$ cat config.mk
export PLATFORM = sky130hd
export DESIGN_NAME = peripheral_soft_reset_regs
export DESIGN_NICKNAME = d
export VERILOG_FILES = /design/src/hw/soft_reset_pkg.sv /design/src/hw/peripheral_soft_reset_regs.sv /design/src/hw/reset_ctrl_word.sv /design/src/hw/reset_fanout.sv
export SDC_FILE = /design/constraint.sdc
export NUM_CORES = 1
export LEC_CHECK = 0
export BUFFER_PORTS_ARGS = -buffer_cell sky130_fd_sc_hd__buf_2
export CAP_MARGIN = 20
export CORE_MARGIN = 4
export CORE_UTILIZATION = 39
export DETAILED_ROUTE_END_ITERATION = 8
export PLACE_DENSITY = 0.79
export SETUP_SLACK_MARGIN = 0.2
export SLEW_MARGIN = 10
export SYNTH_ARGS = -nofsm -noshare
export SYNTH_HDL_FRONTEND = slang
export SYNTH_SLANG_ARGS = --single-unit
export TNS_END_PERCENT = 10
$ cat constraint.sdc
create_clock -name clock -period 1.3 [get_ports clock]
set_input_delay 0.39 -clock clock [delete_from_list [all_inputs] [get_ports clock]]
set_output_delay 0.39 -clock clock [all_outputs]
set_load 0.03 [all_outputs]
$ cat src/hw/soft_reset_pkg.sv
/*
 * Constants for the peripheral soft reset register block: register offsets,
 * implemented-bit masks, field positions and the bus encodings.
 * Assumes a 32-bit AHB-Lite register bus and one system clock.
 */
package soft_reset_pkg;

    // ************************************************************
    // Bus encodings
    // ************************************************************
    localparam logic [1:0]  HTRANS_IDLE   = 2'h0;
    localparam logic [1:0]  HTRANS_NONSEQ = 2'h2;
    localparam logic [2:0]  HSIZE_WORD    = 3'h2;
    localparam logic        HRESP_OKAY    = 1'h0;
    localparam int          ADDR_W        = 12;

    // ************************************************************
    // Register map
    // ************************************************************
    localparam logic [11:0] PERIPHERAL_RESET_CTRL_A_OFS = 12'h044;
    localparam logic [11:0] PORT_RESET_CTRL_B_OFS       = 12'h048;
    localparam logic [31:0] REG_RESET_VALUE             = 32'h0000_0000;
    localparam logic [31:0] READ_ZERO                   = 32'h0000_0000;

    // ************************************************************
    // Implemented bits; every other position reads as zero
    // ************************************************************
    localparam logic [31:0] CTRL_A_IMPL_MASK = 32'h030F_5037;
    localparam logic [31:0] CTRL_B_IMPL_MASK = 32'h0000_00FF;

    // ************************************************************
    // Field positions in the first register
    // ************************************************************
    localparam int COMPARATOR_1_BIT = 25;
    localparam int COMPARATOR_0_BIT = 24;
    localparam int GP_TIMER_LSB     = 16;
    localparam int GP_TIMER_COUNT   = 4;
    localparam int TWO_WIRE_1_BIT   = 14;
    localparam int TWO_WIRE_0_BIT   = 12;
    localparam int SYNC_SERIAL_1_BIT = 5;
    localparam int SYNC_SERIAL_0_BIT = 4;
    localparam int ASYNC_SERIAL_LSB = 0;
    localparam int ASYNC_SERIAL_COUNT = 3;

    // ************************************************************
    // Field positions in the second register
    // ************************************************************
    localparam int PORT_LSB   = 0;
    localparam int PORT_COUNT = 8;

endpackage : soft_reset_pkg

$ cat src/hw/peripheral_soft_reset_regs.sv
/*
 * Peripheral soft reset register block: two control registers reached over
 * AHB-Lite, each assigned bit holding one peripheral in reset while set.
 * Assumes the capability masks arrive as stable levels from another block.
 */
`timescale 1ns/1ps

// Function
// - Writes to the first register change only bits enabled by mask two.
// - Writes to the second register change only bits enabled by mask four.
// - Bits 25 and 24 reset comparators 1 and 0; read/write, reset zero.
// - Bits 19 to 16 reset timers 3 to 0; read/write, reset zero.
// - Bits 14 and 12 reset two-wire units 1 and 0; reset zero.
// - Bits 5 and 4 reset synchronous serial units 1 and 0; reset zero.
// - Bits 2 to 0 reset asynchronous serial units 2 to 0; reset zero.
// - Second register bits 7 to 0 reset ports H to A; reset zero.
// - Unassigned bits are read-only zero; software preserves them.
module peripheral_soft_reset_regs (
    // Clock and reset
    input  wire logic                          clock,
    input  wire logic                          rst_n,
    input  wire logic                          clk_en,
    // AHB-Lite slave
    input  wire logic                          hsel,
    input  wire logic [soft_reset_pkg::ADDR_W-1:0] haddr,
    input  wire logic [1:0]                    htrans,
    input  wire logic                          hwrite,
    input  wire logic [2:0]                    hsize,
    input  wire logic                          hready,
    input  wire logic [31:0]                   hwdata,
    output logic      [31:0]                   hrdata,
    output logic                               hreadyout,
    output logic                               hresp,
    // Capability masks
    input  wire logic [31:0]                   capability_mask_two,
    input  wire logic [31:0]                   capability_mask_four,
    // Peripheral reset lines, active high
    output logic                               comparator_1_reset,
    output logic                               comparator_0_reset,
    output logic                               gp_timer_3_reset,
    output logic                               gp_timer_2_reset,
    output logic                               gp_timer_1_reset,
    output logic                               gp_timer_0_reset,
    output logic                               two_wire_1_reset,
    output logic                               two_wire_0_reset,
    output logic                               sync_serial_1_reset,
    output logic                               sync_serial_0_reset,
    output logic                               async_serial_2_reset,
    output logic                               async_serial_1_reset,
    output logic                               async_serial_0_reset,
    output logic                               port_h_reset,
    output logic                               port_g_reset,
    output logic                               port_f_reset,
    output logic                               port_e_reset,
    output logic                               port_d_reset,
    output logic                               port_c_reset,
    output logic                               port_b_reset,
    output logic                               port_a_reset
);
    import soft_reset_pkg::*;

    // ************************************************************
    // Register selection
    // ************************************************************
    typedef enum logic [1:0] {
        SEL_NONE = 2'b00,
        SEL_A    = 2'b01,
        SEL_B    = 2'b10
    } reg_sel_t;

    function automatic reg_sel_t decode_addr(input logic [ADDR_W-1:0] a);
        reg_sel_t s;
        s = SEL_NONE;
        case (a)
            PERIPHERAL_RESET_CTRL_A_OFS: s = SEL_A;
            PORT_RESET_CTRL_B_OFS:       s = SEL_B;
            default:                     s = SEL_NONE;
        endcase
        return s;
    endfunction : decode_addr

    // ************************************************************
    // Address phase capture
    // ************************************************************
    logic        wr_pend_r;
    reg_sel_t    wr_sel_r;
    logic        addr_take;
    reg_sel_t    addr_sel;
    logic [31:0] ctrl_a;
    logic [31:0] ctrl_b;
    logic [31:0] hrdata_r;
    logic [31:0] hrdata_nxt;

    // Zero-wait slave: every transfer completes in its first data cycle.
    assign hreadyout = 1'b1;
    assign hresp     = HRESP_OKAY;
    assign hrdata    = hrdata_r;
    assign addr_take = hsel && hready && (htrans == HTRANS_NONSEQ);
    assign addr_sel  = decode_addr(haddr);

    always_ff @(posedge clock or negedge rst_n) begin
        if (!rst_n) begin
            wr_pend_r <= 1'b0;
            wr_sel_r  <= SEL_NONE;
        end else if (clk_en) begin
            wr_pend_r <= addr_take && hwrite;
            wr_sel_r  <= addr_sel;
        end
    end

    // ************************************************************
    // Control words
    // ************************************************************
    // Capability mask gates every write to the first word.
    reset_ctrl_word u_ctrl_a (
        .clock     (clock),
        .rst_n     (rst_n),
        .clk_en    (clk_en),
        .wr_en     (wr_pend_r && (wr_sel_r == SEL_A)),
        .wr_data   (hwdata),
        .cap_mask  (capability_mask_two),
        .impl_mask (CTRL_A_IMPL_MASK),
        .value     (ctrl_a)
    );

    reset_ctrl_word u_ctrl_b (
        .clock     (clock),
        .rst_n     (rst_n),
        .clk_en    (clk_en),
        .wr_en     (wr_pend_r && (wr_sel_r == SEL_B)),
        .wr_data   (hwdata),
        .cap_mask  (capability_mask_four),
        .impl_mask (CTRL_B_IMPL_MASK),
        .value     (ctrl_b)
    );

    // ************************************************************
    // Read data
    // ************************************************************
    // The read value is sampled at the address edge so hrdata is a flop.
    always_comb begin
        case (addr_sel)
            SEL_A:   hrdata_nxt = ctrl_a;
            SEL_B:   hrdata_nxt = ctrl_b;
            default: hrdata_nxt = READ_ZERO;
        endcase
    end

    always_ff @(posedge clock or negedge rst_n) begin
        if (!rst_n) begin
            hrdata_r <= READ_ZERO;
        end else if (clk_en && addr_take && !hwrite) begin
            hrdata_r <= hrdata_nxt;
        end
    end

    // ************************************************************
    // Reset line fan-out
    // ************************************************************
    // Lines follow the words one cycle later, a set bit holds its unit.
    logic [31:0] hold_a;
    logic [31:0] hold_b;

    reset_fanout #(.WIDTH(32)) u_fan_a (
        .clock  (clock),
        .rst_n  (rst_n),
        .clk_en (clk_en),
        .ctrl   (ctrl_a),
        .hold   (hold_a)
    );

    reset_fanout #(.WIDTH(32)) u_fan_b (
        .clock  (clock),
        .rst_n  (rst_n),
        .clk_en (clk_en),
        .ctrl   (ctrl_b),
        .hold   (hold_b)
    );

    assign comparator_1_reset   = hold_a[COMPARATOR_1_BIT];
    assign comparator_0_reset   = hold_a[COMPARATOR_0_BIT];
    assign gp_timer_3_reset     = hold_a[GP_TIMER_LSB + 3];
    assign gp_timer_2_reset     = hold_a[GP_TIMER_LSB + 2];
    assign gp_timer_1_reset     = hold_a[GP_TIMER_LSB + 1];
    assign gp_timer_0_reset     = hold_a[GP_TIMER_LSB];
    assign two_wire_1_reset     = hold_a[TWO_WIRE_1_BIT];
    assign two_wire_0_reset     = hold_a[TWO_WIRE_0_BIT];
    assign sync_serial_1_reset  = hold_a[SYNC_SERIAL_1_BIT];
    assign sync_serial_0_reset  = hold_a[SYNC_SERIAL_0_BIT];
    assign async_serial_2_reset = hold_a[ASYNC_SERIAL_LSB + 2];
    assign async_serial_1_reset = hold_a[ASYNC_SERIAL_LSB + 1];
    assign async_serial_0_reset = hold_a[ASYNC_SERIAL_LSB];
    assign port_h_reset         = hold_b[PORT_LSB + 7];
    assign port_g_reset         = hold_b[PORT_LSB + 6];
    assign port_f_reset         = hold_b[PORT_LSB + 5];
    assign port_e_reset         = hold_b[PORT_LSB + 4];
    assign port_d_reset         = hold_b[PORT_LSB + 3];
    assign port_c_reset         = hold_b[PORT_LSB + 2];
    assign port_b_reset         = hold_b[PORT_LSB + 1];
    assign port_a_reset         = hold_b[PORT_LSB];

endmodule : peripheral_soft_reset_regs

$ cat src/hw/reset_ctrl_word.sv
/*
 * One masked soft reset control word. A write updates only bits that are
 * both implemented and enabled by the capability mask.
 * Assumes the write strobe is a one-cycle pulse on the system clock.
 */
`timescale 1ns/1ps

module reset_ctrl_word (
    // Clock and reset
    input  wire logic        clock,
    input  wire logic        rst_n,
    input  wire logic        clk_en,
    // Write side
    input  wire logic        wr_en,
    input  wire logic [31:0] wr_data,
    input  wire logic [31:0] cap_mask,
    input  wire logic [31:0] impl_mask,
    // State
    output logic      [31:0] value
);
    import soft_reset_pkg::*;

    logic [31:0] value_r;
    logic [31:0] value_nxt;
    logic [31:0] write_mask;

    assign write_mask = cap_mask & impl_mask;
    assign value_nxt  = (value_r & ~write_mask) | (wr_data & write_mask);
    assign value      = value_r & impl_mask;

    always_ff @(posedge clock or negedge rst_n) begin
        if (!rst_n) begin
            value_r <= REG_RESET_VALUE;
        end else if (clk_en && wr_en) begin
            value_r <= value_nxt;
        end
    end

endmodule : reset_ctrl_word

$ cat src/hw/reset_fanout.sv
/*
 * Expands a control word into individual active-high reset lines, one per
 * peripheral, registered so the lines are glitch free.
 * Assumes the peripherals take an active-high synchronous reset request.
 */
`timescale 1ns/1ps

module reset_fanout #(
    parameter int WIDTH = 8
) (
    // Clock and reset
    input  wire logic             clock,
    input  wire logic             rst_n,
    input  wire logic             clk_en,
    // Control word
    input  wire logic [WIDTH-1:0] ctrl,
    // Reset lines
    output logic      [WIDTH-1:0] hold
);
    import soft_reset_pkg::*;

    genvar i;
    generate
        for (i = 0; i < WIDTH; i++) begin : g_line
            always_ff @(posedge clock or negedge rst_n) begin
                if (!rst_n) begin
                    hold[i] <= 1'b0;
                end else if (clk_en) begin
                    hold[i] <= ctrl[i];
                end
            end
        end
    endgenerate

endmodule : reset_fanout

==> results by group, run 1 <==
STA
  • Post-route minimum period: 1.754 ns
  • Final hold violations: 0
  • RSZ-0062 raised after global routing: true
  • Final Skew: 0.004629 ns
  • Max frequency: 570.1 MHz
  • Worst setup margin: -0.4539 ns
  • Final slew viol count: 0
  • Final worst-path cycle share: 134.9%
  • Final setup violating endpoints: 30
  • TNS Setup: -6.961 ns

Global route
  • Initial antenna violation count: 0
  • Number of global-route vias before repair: 2109
  • Total global-route track usage: 15.49%
  • Pin count of the biggest net entering global routing: 62
  • Grt total ovfl: 0
  • First-pass GRT wire length: 10.24 mm

Floorplanning
  • Die H: 92.81 microns
  • Width of the die: 92.81 microns
  • CORE AREA: 6907 sq um
  • DIE AREA: 8614 sq um
  • Boundary Pins: 174
  • Initial Util: 40.62%
  • # rows: 30

Clock network
  • Hold Buf Count CTS: 0
  • Clock buffer depth: 2
  • Clk_lat worst skew: 0.33 ns
  • Htree depth: 3
  • CTS Buf Count: 9
  • Clock-pin slew on the worst setup and hold paths: 0.06 ns
  • Clock tree sinks: 61
  • Root Buffer: clkbuf_8
  • CTS tree: built

Synth
  • Synth top area share: 54.42%
  • Cell count after synthesis: 220
  • Top cells by area, synth: dfrtp_1, mux2_2, buf_4, mux2_4, nand2_1
  • Avg Inst Size Synth: 12.75 sq um
  • Sequential-to-total area share from yosys stat: 54.42%
  • Warnings from Yosys: 0
  • Yosys reg bits: 61
  • Synth cell types: 30
  • Synthesized area: 2805 sq um
  • Synth area leader: dfrtp_1

Run status
  • Failing checks: setup timing
  • Outcome: complete, but fails checks

Placed design
  • RePlAce Congestion: 0.7362
  • Placed Cells: 411
  • I/O Buffers: 93
  • DP Wirelength: 4.580 mm
  • Placed cell areas: 3427 sq um

Finish
  • Area Overhead vs Synth: 38.80%
  • Finished layout cell area: 3894 sq um
  • Commonest cells after routing, fill and taps aside: dfrtp_1, buf_2, buf_6, mux2_2, nand2_1
  • Ant diodes: 0
  • Most common cell after layout, fill and taps aside: dfrtp_1
  • Final Net Count: 448
  • Fraction of layout cells with a size suffix above 1: 54.38%
  • Post-Layout Cell Count: 427

Hold path
  • Min-delay worst type: in2async

Setup path
  • Critical Path RT: 1.52 ns
  • Worst EP arrival: 1.97 ns
  • WS Path Type: in2reg
  • Startpoint type of the worst setup path: input pin
  • Crit-path max FO: 6
  • Crit end category: flop

Power
  • Leak pwr: 1.987 nW
  • Pwr dens: 1074 nW/um^2
  • Worst VDD drop: 0.6048 mV

Drt
  • Via count: 1927
  • DR DRC count: 0
  • WL final: 6.345 mm
  • Post-route ant nets: 0
  • Drt initial violations: 56
  • Routed len/inst: 14.86 microns
  • Drt pass-1 iters: 3
  • Vias per cell: 4.513

Flow run
  • Max cap viols: 0
## path summary, 6_finish.rpt
check,slack [ns],startpoint,end,depth (start not counted)
hold / removal,0.06,rst_n,u_fan_b.hold[3],2
min in group clock,0.29,hwdata[7],flop,2
setup reg to reg,-0.13,wr_sel_r[1],flop,3
hold reg to reg,0.51,wr_sel_r[0],wr_sel_r[0],2
setup / recovery,-0.45,haddr[10],hrdata[2],8
max in group asynchronous,0.97,rst_n,async pin,2
## critical path: stages
cell,delay (ns)
buf_6,0.10
nor4_4,0.28
nand3_1,0.12
or2_4,0.26
ha_4,0.29
nor2b_4,0.05
a22o_1,0.22
mux2_4,0.25
## metal layers
layer	up-vias	part of all wire, %	GRT usage [%]
li1	916	-	-
met1	919	40	17.60
met2	83	51	27.17
met3	9	8.0	5.686
met4	0	1.0	4.396
met5	-	0	0
## kinds of logic after synthesis
logic type,synth area share (%)
other cells,0.2677
compound gates,2.364
simple gates,8.966
buf+inv,8.518
flops,54.42
fa+ha+maj,1.338
mux,24.13
## power breakdown
group	total [mW]	internal [mW]	switching, mW
Sequential	2.03	1.98	0.0554
Clock	1.47	0.785	0.689
Combinational	0.678	0.278	0.400
## what timing repair did
action                                  in CTS  in global routing
gates cloned                                 0                  0
setup buffers                                0                  0
pin swaps                                    7                  2
gates resized for setup                     85                  3
endpoints found under the setup margin      75                 75
## metrics by stage
| step | hold WS [ns] | setup slack [ns] | total power [mW] | util (%) |
|---|---|---|---|---|
| final | 0.05867 | -0.4539 | 4.184 | 56.38 |
| after global routing | 0.07550 | -0.5550 | 4.403 | 56.38 |
| after CTS | 0.06186 | -0.4486 | 4.255 | 56.21 |
| after detailed placement | 0.4288 | -0.8931 | 2.634 | 49.62 |
| after global placement | 0.4229 | -0.7826 | 2.616 | 49.62 |
| after floorplan | 0.09441 | -0.7671 | 2.415 | - |
## cell usage after synthesis (all sizes together)
cell / n
conb: 2
nand4b: 1
nor2: 2
mux2: 47
o41ai: 1
clkbuf: 1
and4b: 2
buf: 24
o2bb2ai: 1
nor3: 1
nand3: 1
nor2b: 3
nand2: 35
dfrtp: 61
o21ai: 1
mux2i: 11
ha: 3
nand4: 1
or2: 1
a22o: 5
nor4: 1
nand2b: 1
inv: 13
nor4b: 1
## layout make-up
class	instances	area, sq um
repair buffers	104	845.8
well taps	96	120.1
flip-flops and latches	61	1526
inverters	13	48.80
multi-input cells	137	1175
clock inverters	4	22.52
clock buffers	12	155.1
fillers	581	3013
Power figures use the tool's default switching activity.
==> run 2, diff against run 1 <==
Settings changed: ABC_CLOCK_PERIOD_IN_PS set to 1300, HOLD_SLACK_MARGIN set to 0.12, SLEW_MARGIN 10 to 20.
==> run 2 against run 1 <==
The flow still finishes with violations (setup timing); utilization up 0.14 points; clock power about the same; die area unchanged; worst hold slack better by 0.23 ns; first-iteration DRC count up 5.4%; count of clock-buffer cells in the layout unchanged; clock skew about the same; largest power group unchanged.
==> results by group, run 2 (synthesized netlist as in run 1, its figures left out) <==
Run status
  • Outcome: complete, but fails checks (unchanged)
  • Failing checks: setup timing (unchanged)

Setup path
  • Worst EP arrival: 1.97 ns (about the same)
  • Crit-path max FO: 6 (unchanged)
  • Critical Path RT: 1.52 ns (about the same)
  • Startpoint type of the worst setup path: input pin (unchanged)
  • R2R setup slack: -0.13 ns (about the same)
  • WS Path Type: in2reg (unchanged)
  • Crit end category: flop (unchanged)

Power
  • Combinational power share: 16.3% (was 16.2%)
  • Worst VDD drop: 0.6049 mV (was 0.6048 mV)
  • Pwr dens: 1072 nW/um^2 (was 1074 nW/um^2)
  • Register share of total power: 48.5% (about the same)
  • Sw Pwr: 1.145 mW (about the same)
  • P_int: 3.041 mW (was 3.039 mW)
  • Leak pwr: 1.991 nW (was 1.987 nW)
  • Switching Share: 27.35% (was 27.36%)
  • Clock network power share: 35.2% (about the same)

Clock network
  • Clk_lat worst skew: 0.33 ns (about the same)
  • Clock buffer depth: 2 (unchanged)
  • CTS Buf Count: 9 (unchanged)
  • Root Buffer: clkbuf_8 (unchanged)
  • Clock-pin slew on the worst setup and hold paths: 0.06 ns (about the same)
  • CTS tree: built (unchanged)
  • Htree depth: 3 (unchanged)
  • Post-CTS Repair Setup Buffers: 0 (unchanged)
  • Clock tree sinks: 61 (unchanged)

STA
  • Worst setup margin: -0.4540 ns (was -0.4539 ns)
  • Hold_ws: 0.2916 ns (was 0.05867 ns)
  • RSZ-0062 raised after global routing: true (unchanged)
  • Max frequency: 570.1 MHz (about the same)
  • Final setup violating endpoints: 31 (was 30)
  • Final worst-path cycle share: 134.9% (about the same)
  • Final hold violations: 0 (unchanged)
  • Final Skew: 0.004706 ns (was 0.004629 ns)
  • Final slew viol count: 0 (unchanged)
  • Post-route minimum period: 1.754 ns (about the same)

Hold path
  • Min-delay worst type: in2reg (was in2async)

Global route
  • Number of global-route vias before repair: 2109 (unchanged)
  • Pin count of the biggest net entering global routing: 62 (unchanged)
  • Grt total ovfl: 0 (unchanged)
  • Total global-route track usage: 15.49% (unchanged)
  • Initial antenna violation count: 0 (unchanged)
  • First-pass GRT wire length: 10.24 mm (unchanged)

Drt
  • Routed len/inst: 14.82 microns (was 14.86 microns)
  • Post-route ant nets: 0 (unchanged)
  • DR DRC count: 0 (unchanged)
  • Drt pass-1 iters: 3 (unchanged)
  • Vias per cell: 4.519 (was 4.513)
  • Via count: 1934 (was 1927)
  • Drt initial violations: 59 (was 56)
  • WL final: 6.344 mm (was 6.345 mm)

Placed design
  • I/O Buffers: 93 (unchanged)
  • Pre-CTS WS: -0.8931 ns (unchanged)
  • RePlAce Congestion: 0.7362 (unchanged)
  • Placed Cells: 411 (unchanged)
  • DP Wirelength: 4.580 mm (unchanged)
  • Placed cell areas: 3427 sq um (unchanged)

Finish
  • # fillers: 578 (was 581)
  • Finished layout cell area: 3904 sq um (was 3894 sq um)
  • Most common cell after layout, fill and taps aside: dfrtp_1 (unchanged)
  • Area Overhead vs Synth: 39.16% (was 38.80%)
  • Core Util, Final: 56.52% (was 56.38%)
  • Post-Layout Cell Count: 428 (was 427)
  • Commonest cells after routing, fill and taps aside: dfrtp_1, buf_2, buf_6, mux2_2, nand2_1 (unchanged)
  • Ant diodes: 0 (unchanged)
  • Final Net Count: 449 (was 448)
  • Fraction of layout cells with a size suffix above 1: 54.22% (was 54.38%)

Floorplanning
  • CORE AREA: 6907 sq um (unchanged)
  • DIE AREA: 8614 sq um (unchanged)
  • # rows: 30 (unchanged)
  • Die H: 92.81 microns (unchanged)
  • Width of the die: 92.81 microns (unchanged)
  • Initial Util: 40.62% (unchanged)
  • Boundary Pins: 174 (unchanged)

Flow run
  • Max cap viols: 0 (unchanged)
## run 2: changes by cell type in the layout (fill, tap and decap cells not counted)
cell	change
dlygate4sd3_1	+1
## run 2: power by group through the flow
stage          Clock (mW)  Combinational [mW]  Sequential [mW]
3_3_place_gp            0               0.567             2.05
2_1_floorplan           0               0.213             2.20
6_report             1.47               0.681             2.03
3_5_place_dp            0               0.587             2.05
5_1_grt              1.64               0.731             2.04
4_1_cts              1.54               0.686             2.03
## run 2: per-stage QoR
stage                     power [mW]  setup TNS [ns]
after global routing           4.406          -10.18
after floorplan                2.415          -9.068
final                          4.186          -6.976
after detailed placement       2.634          -17.12
after global placement         2.616          -15.34
after CTS                      4.258          -7.077
## run 2: layout make-up
class	instances	area, sq um	share of cell area (%)
clock buffer	12	155.1	3.974
clock inverter	4	22.52	0.5769
inverter	13	48.80	1.250
multi-input combinational	137	1175	30.10
sequential	61	1526	39.10
tap	96	120.1	3.077
timing repair buffer	105	855.8	21.92
## run 2: routing by layer
layer / part of all wire, % / track usage, % / vias to the layer above
met3: 8.0 / 5.686 / 9
met4: 1.0 / 4.396 / 0
met5: 0 / 0 / -
met2: 51 / 27.17 / 83
li1: - / - / 918
met1: 40 / 17.60 / 924
## run 2: what timing repair did
item | in CTS | in global routing
resized for setup | 85 | 3
hold buffers | 1 | 0
setup endpoints to repair | 75 | 75
hold endpoints to repair | 61 | 0
pin swaps | 7 | 2
## run 2: worst paths after layout
path | from | endpoint | depth (start not counted)
worst min register to register | wr_sel_r[0] | wr_sel_r[0] | 2
worst max-delay path | haddr[10] | hrdata[2] | 8
worst min-delay path | hwdata[7] | flop | 2
worst max register to register | wr_sel_r[1] | flop | 3
min in group asynchronous | rst_n | u_fan_b.hold[3] | 3
max in group asynchronous | rst_n | async pin | 3
## run 2: worst max-delay path, cell delays in order
cell and delay [ns]:
buf_6 0.10, nor4_4 0.28, nand3_1 0.12, or2_4 0.26, ha_4 0.29, nor2b_4 0.05, a22o_1 0.22, mux2_4 0.25
